File: config.mk
export PLATFORM = sky130hd
export DESIGN_NAME = rrv_top
export DESIGN_NICKNAME = d
export VERILOG_FILES = /design/src/common/rrv_pkg.sv /design/src/design/rrv_channel.sv /design/src/design/rrv_top.sv
export SDC_FILE = /design/constraint.sdc
export NUM_CORES = 1
export LEC_CHECK = 0
export BUFFER_PORTS_ARGS = -buffer_cell sky130_fd_sc_hd__clkbuf_2
export CORE_ASPECT_RATIO = 0.6
export CORE_MARGIN = 2
export CORE_UTILIZATION = 48
export CTS_BUF_LIST = sky130_fd_sc_hd__clkbuf_8
export CTS_CLUSTER_SIZE = 12
export DETAILED_ROUTE_END_ITERATION = 8
export HOLD_SLACK_MARGIN = 0.15
export PLACE_DENSITY = 0.66
export RECOVER_POWER = 100
export SYNTH_ARGS = -nofsm -noshare
export SYNTH_HDL_FRONTEND = slang
export SYNTH_SLANG_ARGS = --single-unit
File: constraint.sdc
create_clock -name CLK -period 2.5 [get_ports CLK]
set_clock_uncertainty 0.05 [all_clocks]
set_input_delay 0.125 -clock CLK [delete_from_list [all_inputs] [get_ports CLK]]
set_output_delay 0.125 -clock CLK [all_outputs]
set_load 0.01 [all_outputs]
File: src/common/rrv_pkg.sv
package rrv_pkg;

   // Re-validation setting codes and the divided-period counts they select
   localparam logic [1:0] REVAL_SEL_RESET = 2'h0;
   localparam int REVAL_CNT_W = 7;
   localparam logic [REVAL_CNT_W-1:0] REVAL_CNT_00 = 7'h02;
   localparam logic [REVAL_CNT_W-1:0] REVAL_CNT_01 = 7'h10;
   localparam logic [REVAL_CNT_W-1:0] REVAL_CNT_10 = 7'h20;
   localparam logic [REVAL_CNT_W-1:0] REVAL_CNT_11 = 7'h40;

   // Pre-divider codes: 00 = /1, 01 = /2, 10 = /4, 11 = /8
   localparam logic [1:0] PREDIV_RESET = 2'h0;
   localparam int PREDIV_W = 3;

   // Selection mode codes; bit 0 set means automatic selection
   localparam logic [1:0] MODE_MANUAL = 2'h0;
   localparam logic [1:0] MODE_AUTO = 2'h1;
   localparam logic [1:0] MODE_SHORT_HOLD = 2'h2;
   localparam logic [1:0] MODE_AUTO_HOLD = 2'h3;
   localparam int MODE_AUTO_BIT = 0;

   // Missing-edge window: longest gap between raw input edges
   localparam int CLK_PERIOD_NS = 50;
   localparam int REF_MISS_NS = 2000;
   localparam int REF_MISS_CYC_CALC = (REF_MISS_NS / CLK_PERIOD_NS < 1) ? 1 :
      REF_MISS_NS / CLK_PERIOD_NS;
   localparam int MISS_W = 16;

   typedef enum logic [1:0] {
      SEL_CLK0 = 2'b00,
      SEL_CLK1 = 2'b01,
      SEL_HOLD = 2'b10
   } rrv_sel_state_t;

   typedef struct packed {
      logic [1:0] count_sel;
      logic [1:0] mode;
      logic man_sel;
      logic prio_in;
   } rrv_cfg_t;

   function automatic logic [REVAL_CNT_W-1:0] reval_load(input logic [1:0] sel);
      logic [REVAL_CNT_W-1:0] v;
      v = REVAL_CNT_00;
      case (sel)
         2'h1: v = REVAL_CNT_01;
         2'h2: v = REVAL_CNT_10;
         2'h3: v = REVAL_CNT_11;
         default: v = REVAL_CNT_00;
      endcase
      return v;
   endfunction

   function automatic logic [PREDIV_W-1:0] prediv_last(input logic [1:0] code);
      logic [PREDIV_W-1:0] v;
      v = 3'h0;
      case (code)
         2'h1: v = 3'h1;
         2'h2: v = 3'h3;
         2'h3: v = 3'h7;
         default: v = 3'h0;
      endcase
      return v;
   endfunction

endpackage

File: src/design/rrv_channel.sv
`timescale 1ns/100ps
module rrv_channel
   import rrv_pkg::*;
(
   input wire logic clk,
   input wire logic rst,
   input wire logic period_ok,
   input wire logic edge_miss,
   input wire logic [1:0] count_sel,
   output logic los_q,
   output logic [REVAL_CNT_W-1:0] cnt_q
);

   // A missing edge outranks a decrement, so a loss event is never lost to a re-validation
   always_ff @(posedge clk) begin
      if (rst) begin
         los_q <= 1'b1;
         cnt_q <= REVAL_CNT_00;
      end else if (edge_miss) begin
         los_q <= 1'b1;
         cnt_q <= reval_load(count_sel); // RQ1 RQ3
      end else if (los_q && period_ok) begin
         if (cnt_q == 7'h01) begin
            cnt_q <= 7'h00;
            los_q <= 1'b0; // RQ4
         end else begin
            cnt_q <= cnt_q - 7'h01; // RQ2 RQ9
         end
      end
   end

endmodule

File: src/design/rrv_top.sv
`timescale 1ns/100ps
// Operation
// RQ1: On loss of signal, load the input's counter from the re-validation setting.
// RQ2: Count down one per valid consecutive period after the pre-divider.
// RQ3: A single missing edge during re-validation reloads the full count.
// RQ4: Counter reaching zero re-validates the input and clears its loss flag.
// RQ5: Setting codes 00/01/10/11 select 2, 16, 32 or 64 divided periods.
// RQ6: Raw period count scales with pre-divider ratio 1, 2, 4 or 8.
// RQ7: Each of the two inputs has its own counter and loss flag.
// RQ8: Automatic modes choose the reference from loss states and priorities.
// RQ9: Loss flag stays set until the counter has reached zero.
module rrv_top
   import rrv_pkg::*;
#(
   parameter int NUM_IN = 2,
   parameter int MISS_CYC = REF_MISS_CYC_CALC
) (
   input wire logic CLK,
   input wire logic RST,
   input wire logic [NUM_IN-1:0] REF_IN,
   input wire logic [1:0] REVALIDATION_COUNT_SELECT,
   input wire logic [NUM_IN-1:0][1:0] PREDIV_SELECT,
   input wire logic [1:0] INPUT_SELECTION_MODE,
   input wire logic MANUAL_INPUT_SELECT,
   input wire logic PRIORITY_INPUT,
   output logic [NUM_IN-1:0] SIGNAL_LOSS_FLAG,
   output logic [NUM_IN-1:0] REVAL_ACTIVE,
   output logic REF_SELECT,
   output logic HOLDOVER
);

   localparam logic [MISS_W-1:0] MISS_LAST = MISS_W'(MISS_CYC - 1);

   rrv_cfg_t cfg;
   logic [NUM_IN-1:0] signal_loss_flag;
   logic [NUM_IN-1:0] reval_run;
   rrv_sel_state_t state_q;
   rrv_sel_state_t state_d;

   always_comb begin
      cfg.count_sel = REVALIDATION_COUNT_SELECT;
      cfg.mode = INPUT_SELECTION_MODE;
      cfg.man_sel = MANUAL_INPUT_SELECT;
      cfg.prio_in = PRIORITY_INPUT;
   end

   genvar g;
   generate
      for (g = 0; g < NUM_IN; g++) begin : g_in // RQ7
         logic prev_q;
         logic [PREDIV_W-1:0] div_q;
         logic [MISS_W-1:0] gap_q;
         logic period_ok_q;
         logic miss_q;
         logic [REVAL_CNT_W-1:0] cnt;
         logic rise;

         // Inputs are slow references sampled as synchronous levels
         assign rise = REF_IN[g] & ~prev_q;

         always_ff @(posedge CLK) begin
            if (RST) begin
               prev_q <= 1'b0;
            end else begin
               prev_q <= REF_IN[g];
            end
         end

         // Pre-divider: one valid period per 1, 2, 4 or 8 raw edges
         always_ff @(posedge CLK) begin
            if (RST) begin
               div_q <= 3'h0;
               period_ok_q <= 1'b0;
            end else if (miss_q) begin
               // An edge that lands with the miss pulse opens the new count instead of being lost
               div_q <= (rise && prediv_last(PREDIV_SELECT[g]) != 3'h0) ? 3'h1 : 3'h0;
               period_ok_q <= rise && (prediv_last(PREDIV_SELECT[g]) == 3'h0); // RQ3
            end else if (rise) begin
               if (div_q >= prediv_last(PREDIV_SELECT[g])) begin
                  div_q <= 3'h0;
                  period_ok_q <= 1'b1; // RQ6
               end else begin
                  div_q <= div_q + 3'h1;
                  period_ok_q <= 1'b0;
               end
            end else begin
               period_ok_q <= 1'b0;
            end
         end

         // Watchdog on raw edges; a gap longer than MISS_CYC clock cycles is a missing edge
         always_ff @(posedge CLK) begin
            if (RST) begin
               gap_q <= '0;
               miss_q <= 1'b0;
            end else if (rise) begin
               gap_q <= '0;
               miss_q <= 1'b0;
            end else if (gap_q >= MISS_LAST) begin
               gap_q <= '0;
               miss_q <= 1'b1; // RQ3
            end else begin
               gap_q <= gap_q + 16'h0001;
               miss_q <= 1'b0;
            end
         end

         rrv_channel u_chan (
            .clk(CLK),
            .rst(RST),
            .period_ok(period_ok_q), // RQ2
            .edge_miss(miss_q), // RQ1
            .count_sel(cfg.count_sel), // RQ5
            .los_q(signal_loss_flag[g]),
            .cnt_q(cnt)
         );

         assign reval_run[g] = signal_loss_flag[g] && (cnt != reval_load(cfg.count_sel));
      end
   endgenerate

   // Reference selection; automatic modes are revertive to the priority input
   always_comb begin
      state_d = state_q;
      if (cfg.mode[MODE_AUTO_BIT]) begin
         if (!signal_loss_flag[cfg.prio_in]) begin
            state_d = cfg.prio_in ? SEL_CLK1 : SEL_CLK0; // RQ8
         end else if (!signal_loss_flag[~cfg.prio_in]) begin
            state_d = cfg.prio_in ? SEL_CLK0 : SEL_CLK1; // RQ8
         end else if (cfg.mode == MODE_AUTO_HOLD) begin
            state_d = SEL_HOLD;
         end else if (state_q == SEL_HOLD) begin
            // Without holdover a selection still in hold moves to the priority input
            state_d = cfg.prio_in ? SEL_CLK1 : SEL_CLK0;
         end
      end else begin
         if (cfg.mode == MODE_SHORT_HOLD && signal_loss_flag[cfg.man_sel]) begin
            state_d = SEL_HOLD;
         end else begin
            state_d = cfg.man_sel ? SEL_CLK1 : SEL_CLK0;
         end
      end
   end

   always_ff @(posedge CLK) begin
      if (RST) begin
         state_q <= SEL_CLK0;
         REF_SELECT <= 1'b0;
         HOLDOVER <= 1'b0;
      end else begin
         state_q <= state_d;
         REF_SELECT <= (state_d == SEL_CLK1);
         HOLDOVER <= (state_d == SEL_HOLD);
      end
   end

   always_ff @(posedge CLK) begin
      if (RST) begin
         SIGNAL_LOSS_FLAG <= '1;
         REVAL_ACTIVE <= '0;
      end else begin
         SIGNAL_LOSS_FLAG <= signal_loss_flag; // RQ9
         REVAL_ACTIVE <= reval_run;
      end
   end

endmodule

==> results.ini, run 1 <==
[clock_tree]
cts_buffers=9
insertion_delay_ns=0.34
cts_resized=0
cts.htree.levels=3
clkTransAtPathRegs_ns=0.07
cts-root-buf=clkbuf_8
cts_buffer_depth=2
cts_setup_buffers=0
cts_tree=built
clock-sinks=68

[cells_and_area]
fillers=549
final_nets=382
drive_gt1_share_pct=9.75
multiInputGateArea_um2=1470
seqCellArea_um2=1360
finish.utilization_pct=58.1
syn2layout_area_growth_pct=14.7
insertedDiodeCount=0
fin_cells=439
post-route-cell-area_um2=3300

[global_routing]
grt_usage_pct=18.2
grt_max_degree=31
antenna_found_initial=0
overflow=0
grt_pass1_wl_um=9410
grt_pass1_vias=2049

[floorplan]
core_um2=5680
io_pins=20
rows=21
die_h_um=64.0
dieArea_um2=6650
fp.dieW_um=104
initial_core_util_pct=50.7

[sta]
finalMaxSlewViolations=0
finalHoldViolCount=0
fmax_mhz=515
setup_tns_ns=0
setup_viol_count_final=0
min_period_ns=1.94
max_slew_margin_pct=59.5
rsz0062_at_grt=no
period_share_pct=77.6
tightest_slew_ns=0.607
worst_slack_ns=0.559

[logic_synthesis]
synth_area_leaders=dfxtp_1 47%, ha_1 6.1%, nor2_1 4.8%
synth_cell_types=53
synth_edf_count=0
synth_area_um2=2880
synth_sequential_area_ratio_pct=47.3
yosysTopAreaCell=dfxtp_1
synth_area_per_cell_um2=9.34
ys.flop_type=dfxtp_1
async_flop_share_pct=0
synth_seq_cells=68
yosysWarnings=0
synth_top_area_share_pct=47.3
syn_inst=308

[setup_path]
timing.rr.start=g_in[0].div_q[0]
arrival_ns=2.15
critPathKind=input pin to flop
critPathCaptureType=flop
cp.required_ns=2.70
critPathLaunch=PREDIV_SELECT[2]
crit_fanout=5
start_kind=input pin

[worst_hold_path]
hp-start=PREDIV_SELECT[0]
hp-class=input pin to flop

[placement]
io_buffers=19
dpl.hpwl_um=3860
routabilityCongestion=0.815
placed_cell_area_um2=3110
place_inst=419
pre_cts_ws_ns=0.696

[job]
max_cap_viol_count=0

[route]
ant_nets=0
routedWlPerCell_um=12.2
drc_errors=0
via_per_inst=4.97
routed_wl_um=5360
vias=2184
drtIter0Drc=119
first_pass_iters=4

[power]
power.density_nw_per_um2=649
ir_drop_mv=0.357
p_leak_uw=0.00136

[status]
status=complete, no violations

cells in the mapped netlist, drive strengths merged, types with 6 or more instances:
library cell  instances
a21oi                13
xor2                  6
nand2                22
nor2                 37
nor2b                 7
o21ai                 7
xnor2                10
inv                  20
nand4                 6
nor3                  9
nand3                 7
dfxtp                68
ha                   14
worst paths after layout:
path | cells past startpoint | endpoint | slack [ns]
worst max register to register | 6 | g_in[0].div_q[0] | 0.75
worst min-delay path | 4 | g_in[0].period_ok_q | 0.18
worst max-delay path | 8 | g_in[1].div_q[2] | 0.56
worst min register to register | 1 | g_in[0].gap_q[0] | 0.39
kinds of logic after synthesis:
logic type,count (synthesis),synth area share [%]
adder cells (fa/ha/maj),14,6.09
AND/OR/NAND/NOR,122,23.1
XOR/XNOR,16,4.87
other,1,0.130
flip-flops,68,47.3
multiplexers,4,1.48
buffers and inverters,27,3.74
AO/OA/AOI/OAI,56,13.3
per-stage QoR:
stage          total power, uW  hold WS, ns
6_report                  2140        0.179
5_1_grt                   2260        0.185
4_1_cts                   2180        0.154
3_5_place_dp              1390        0.325
3_3_place_gp              1390        0.324
2_1_floorplan             1330        0.187
state kept, by name (all words and copies together) (netlist names):
register,cells
g_in.u_chan.los_q,2
g_in.miss_q,2
state_q,2
g_in.prev_q,2
HOLDOVER,1
g_in.div_q,6
g_in.gap_q,32
SIGNAL_LOSS_FLAG,2
g_in.u_chan.cnt_q,14
REVAL_ACTIVE,2
g_in.period_ok_q,2
REF_SELECT,1
cell type report:
class / instances / area share [%]
Inverter: 20 / 2.28
Clock inverter: 6 / 0.986
Multi-Input combinational cell: 232 / 44.5
Clock buffer: 10 / 4.17
Sequential cell: 68 / 41.3
Tap cell: 80 / 3.03
Timing Repair Buffer: 23 / 3.79
layer usage:
metal / vias to the layer above / share of wire [%] / track usage [%]
met5: - / 0 / 0
met1: 986 / 53 / 25.0
met3: 2 / 5.5 / 6.63
met4: 0 / 0.39 / 7.60
li1: 1154 / - / -
met2: 42 / 41 / 25.7
cells in the final DEF, fill, tap and decap left out, types with 3 or more instances in the layout:
cell type,n
a211o_1,4
ha_1,14
clkbuf_2,11
conb_1,20
a31oi_1,5
xnor2_1,10
a311oi_1,4
xor2_1,6
nor2b_1,7
inv_1,22
nand2_1,22
dfxtp_1,68
a21oi_1,13
nand2b_1,5
dlygate4sd3_1,4
clkbuf_1,8
clkbuf_8,10
nand3_1,7
or2_2,4
o22ai_1,4
o21ai_0,7
nand4_1,6
nand3b_1,4
a21boi_0,3
nor3_1,7
nor4_1,5
nor2_1,37
and2_0,4
power by group:
part           total (uW)  switching (uW)  internal (uW)
Clock                 770             395            376
Combinational         202             111           90.6
Sequential           1170            40.9           1130
Total                2140             547           1600
critical path: stages:
cell	delay (ns)
dlygate4sd3_1	0.53
clkbuf_2	0.11
or2_2	0.29
ha_1	0.27
nand2b_1	0.13
a31oi_1	0.36
nand4bb_1	0.15
a31oi_1	0.18
timing repair:
action / 4_1_cts / 5_1_grt
hold endpoints to repair: 5 / 0
hold buffers: 4 / 0
setup endpoints to repair: 0 / 0
(Power assumes the default switching activity.)
==> inputs of run 2 (changes only) <==
Clock period 2.5 ns to 1.9 ns, I/O delays scaled along.
==> results.ini, run 2 (synthesized netlist as in run 1, its figures left out) <==
[clock_tree]
clock-sinks=68  ; unchanged
cts_tree=built
insertion_delay_ns=0.34  ; about the same
clkTransAtPathRegs_ns=0.07  ; about the same
cts_buffer_depth=2  ; unchanged
cts_buffers=9  ; unchanged
cts.htree.levels=3  ; unchanged
cts-root-buf=clkbuf_8

[power]
netSwitchingFraction_pct=25.3  ; -0.23 points
pwr-share-clk_pct=40.0  ; +4.0 points
comb_power_share_pct=9.3  ; about the same
p_leak_uw=0.00139  ; +2.5%
power.density_nw_per_um2=896  ; +38%
power.switching_uw=767  ; +40%
internal_power_uw=2260  ; +42%
seqPwrFrac_pct=50.6  ; -4.0 points
ir_drop_mv=0.470  ; +32%

[route]
vias=2206  ; +1.0%
drc_errors=0  ; unchanged
ant_nets=0  ; unchanged
via_per_inst=4.97  ; -0.13%
routedWlPerCell_um=12.3  ; +0.96%
drtIter0Drc=118  ; -0.84%
routed_wl_um=5470  ; +2.1%
first_pass_iters=4  ; unchanged

[placement]
dpl.hpwl_um=4090  ; +5.9%
place_inst=423  ; +0.95%
io_buffers=19  ; unchanged
routabilityCongestion=0.830  ; +1.8%

[floorplan]
core_um2=5680  ; unchanged
io_pins=20  ; unchanged
rows=21  ; unchanged
dieArea_um2=6650  ; unchanged
initial_core_util_pct=50.7  ; unchanged
die_h_um=64.0  ; unchanged
fp.dieW_um=104  ; unchanged

[sta]
setup_tns_ns=0  ; unchanged
period_share_pct=93.4
rsz0062_at_grt=no
fmax_mhz=563
min_period_ns=1.78
finalMaxSlewViolations=0  ; unchanged
max_slew_margin_pct=66.6  ; +7.1 points
setup_viol_count_final=0  ; unchanged
tightest_slew_ns=0.500  ; -0.107 ns
finalHoldViolCount=0  ; unchanged

[cells_and_area]
mostFrequentLayoutCells=68 x dfxtp_1, 37 x nor2_1, 22 x nand2_1, 20 x inv_1, 20 x conb_1
insertedDiodeCount=0  ; unchanged
syn2layout_area_growth_pct=17.5
fin_cells=444  ; +1.1%
final_common_cell=dfxtp_1
top_register=g_in.gap_q
reg_top3=g_in.gap_q x32, g_in.u_chan.cnt_q x14, g_in.div_q x6
largest_reg_flops=32  ; unchanged
final_nets=387  ; +1.3%
drive_gt1_share_pct=11.8  ; +2.1 points
finish.utilization_pct=59.6  ; +1.4 points

[setup_path]
critPathLaunch=g_in[1].div_q[2]
arrival_ns=1.98  ; -0.17 ns
crit_fanout=5  ; unchanged
cp.required_ns=2.11  ; -0.59 ns
critPathCaptureType=flop
start_kind=flop
timing.rr.start=g_in[1].div_q[2]
critPathKind=flop to flop

[global_routing]
overflow=0  ; unchanged
grt_pass1_wl_um=9470  ; +0.66%
grt_pass1_vias=2051  ; +0.098%
grt_usage_pct=18.2  ; +0.049 points
grt_max_degree=24  ; -23%
antenna_found_initial=0  ; unchanged

[worst_hold_path]
hp-class=input pin to flop
hp-start=INPUT_SELECTION_MODE[0]

[status]
status=complete, no violations

[job]
max_cap_viol_count=0  ; unchanged

run 2: cell count changes in the layout (fill, tap and decap cells not counted), sizes merged:
cell and delta:
buf +3, bufinv +1, clkbuf +1, clkinv -1
dlygate4sd3 +1
run 2: cell type report:
| class | instances | area (um^2) |
|---|---|---|
| multi-input combinational | 232 | 1470 |
| timing repair buffer | 28 | 164 |
| inverter | 20 | 75.1 |
| clock inverter | 6 | 71.3 |
| fill | 517 | 2290 |
| sequential | 68 | 1360 |
| tap | 80 | 100 |
| clock buffer | 10 | 138 |
run 2: path summary, 6_finish.rpt:
kind	end	slack, ns	cells past startpoint
worst max register to register	g_in[1].div_q[2]	0.12	5
worst max-delay path	g_in[1].div_q[2]	0.12	5
worst min-delay path	state_q[1]	0.17	4
worst min register to register	g_in[0].gap_q[0]	0.39	1
run 2: critical path, stage by stage (launching register included):
cell and delay, ns:
dfxtp_1 0.34, ha_1 0.31, a211o_1 0.29, a31oi_1 0.34
nand4bb_1 0.17, a31oi_1 0.19
run 2: timing repair:
item / in CTS / in global routing
hold buffers: 5 / 0
buffers inserted: 0 / 0
gates resized for setup: 0 / 1
endpoints found under the hold margin: 10 / 0
setup endpoints to repair: 0 / 1
run 2: power by group through the flow:
| stage | clock network [uW] | logic (uW) | registers, uW |
|---|---|---|---|
| 3_3_place_gp | 0 | 268 | 1570 |
| 6_report | 1210 | 283 | 1530 |
| 5_1_grt | 1330 | 322 | 1540 |
| 2_1_floorplan | 0 | 200 | 1550 |
| 3_5_place_dp | 0 | 273 | 1570 |
| 4_1_cts | 1250 | 282 | 1530 |
run 2: stage by stage:
step | total power [uW] | worst slack, ns | cell area (um^2) | hold slack, ns
finish | 3030 | 0.124 | 3380 | 0.173
global route | 3190 | 0.0121 | 3380 | 0.172
CTS | 3070 | 0.135 | 3400 | 0.157
floorplan | 1750 | 0.337 | 2950 | 0.157
global placement | 1830 | 0.197 | 3140 | 0.285
detailed placement | 1840 | 0.117 | 3140 | 0.288
run 2: routing by layer:
layer  part of all wire (%)  track usage [%]  vias to the layer above
met5                      0                0                        -
met4                    1.2             6.42                        0
met3                    6.1             6.22                        7
met2                     40             25.9                       53
met1                     52             25.7                      977
li1                       -                -                     1169
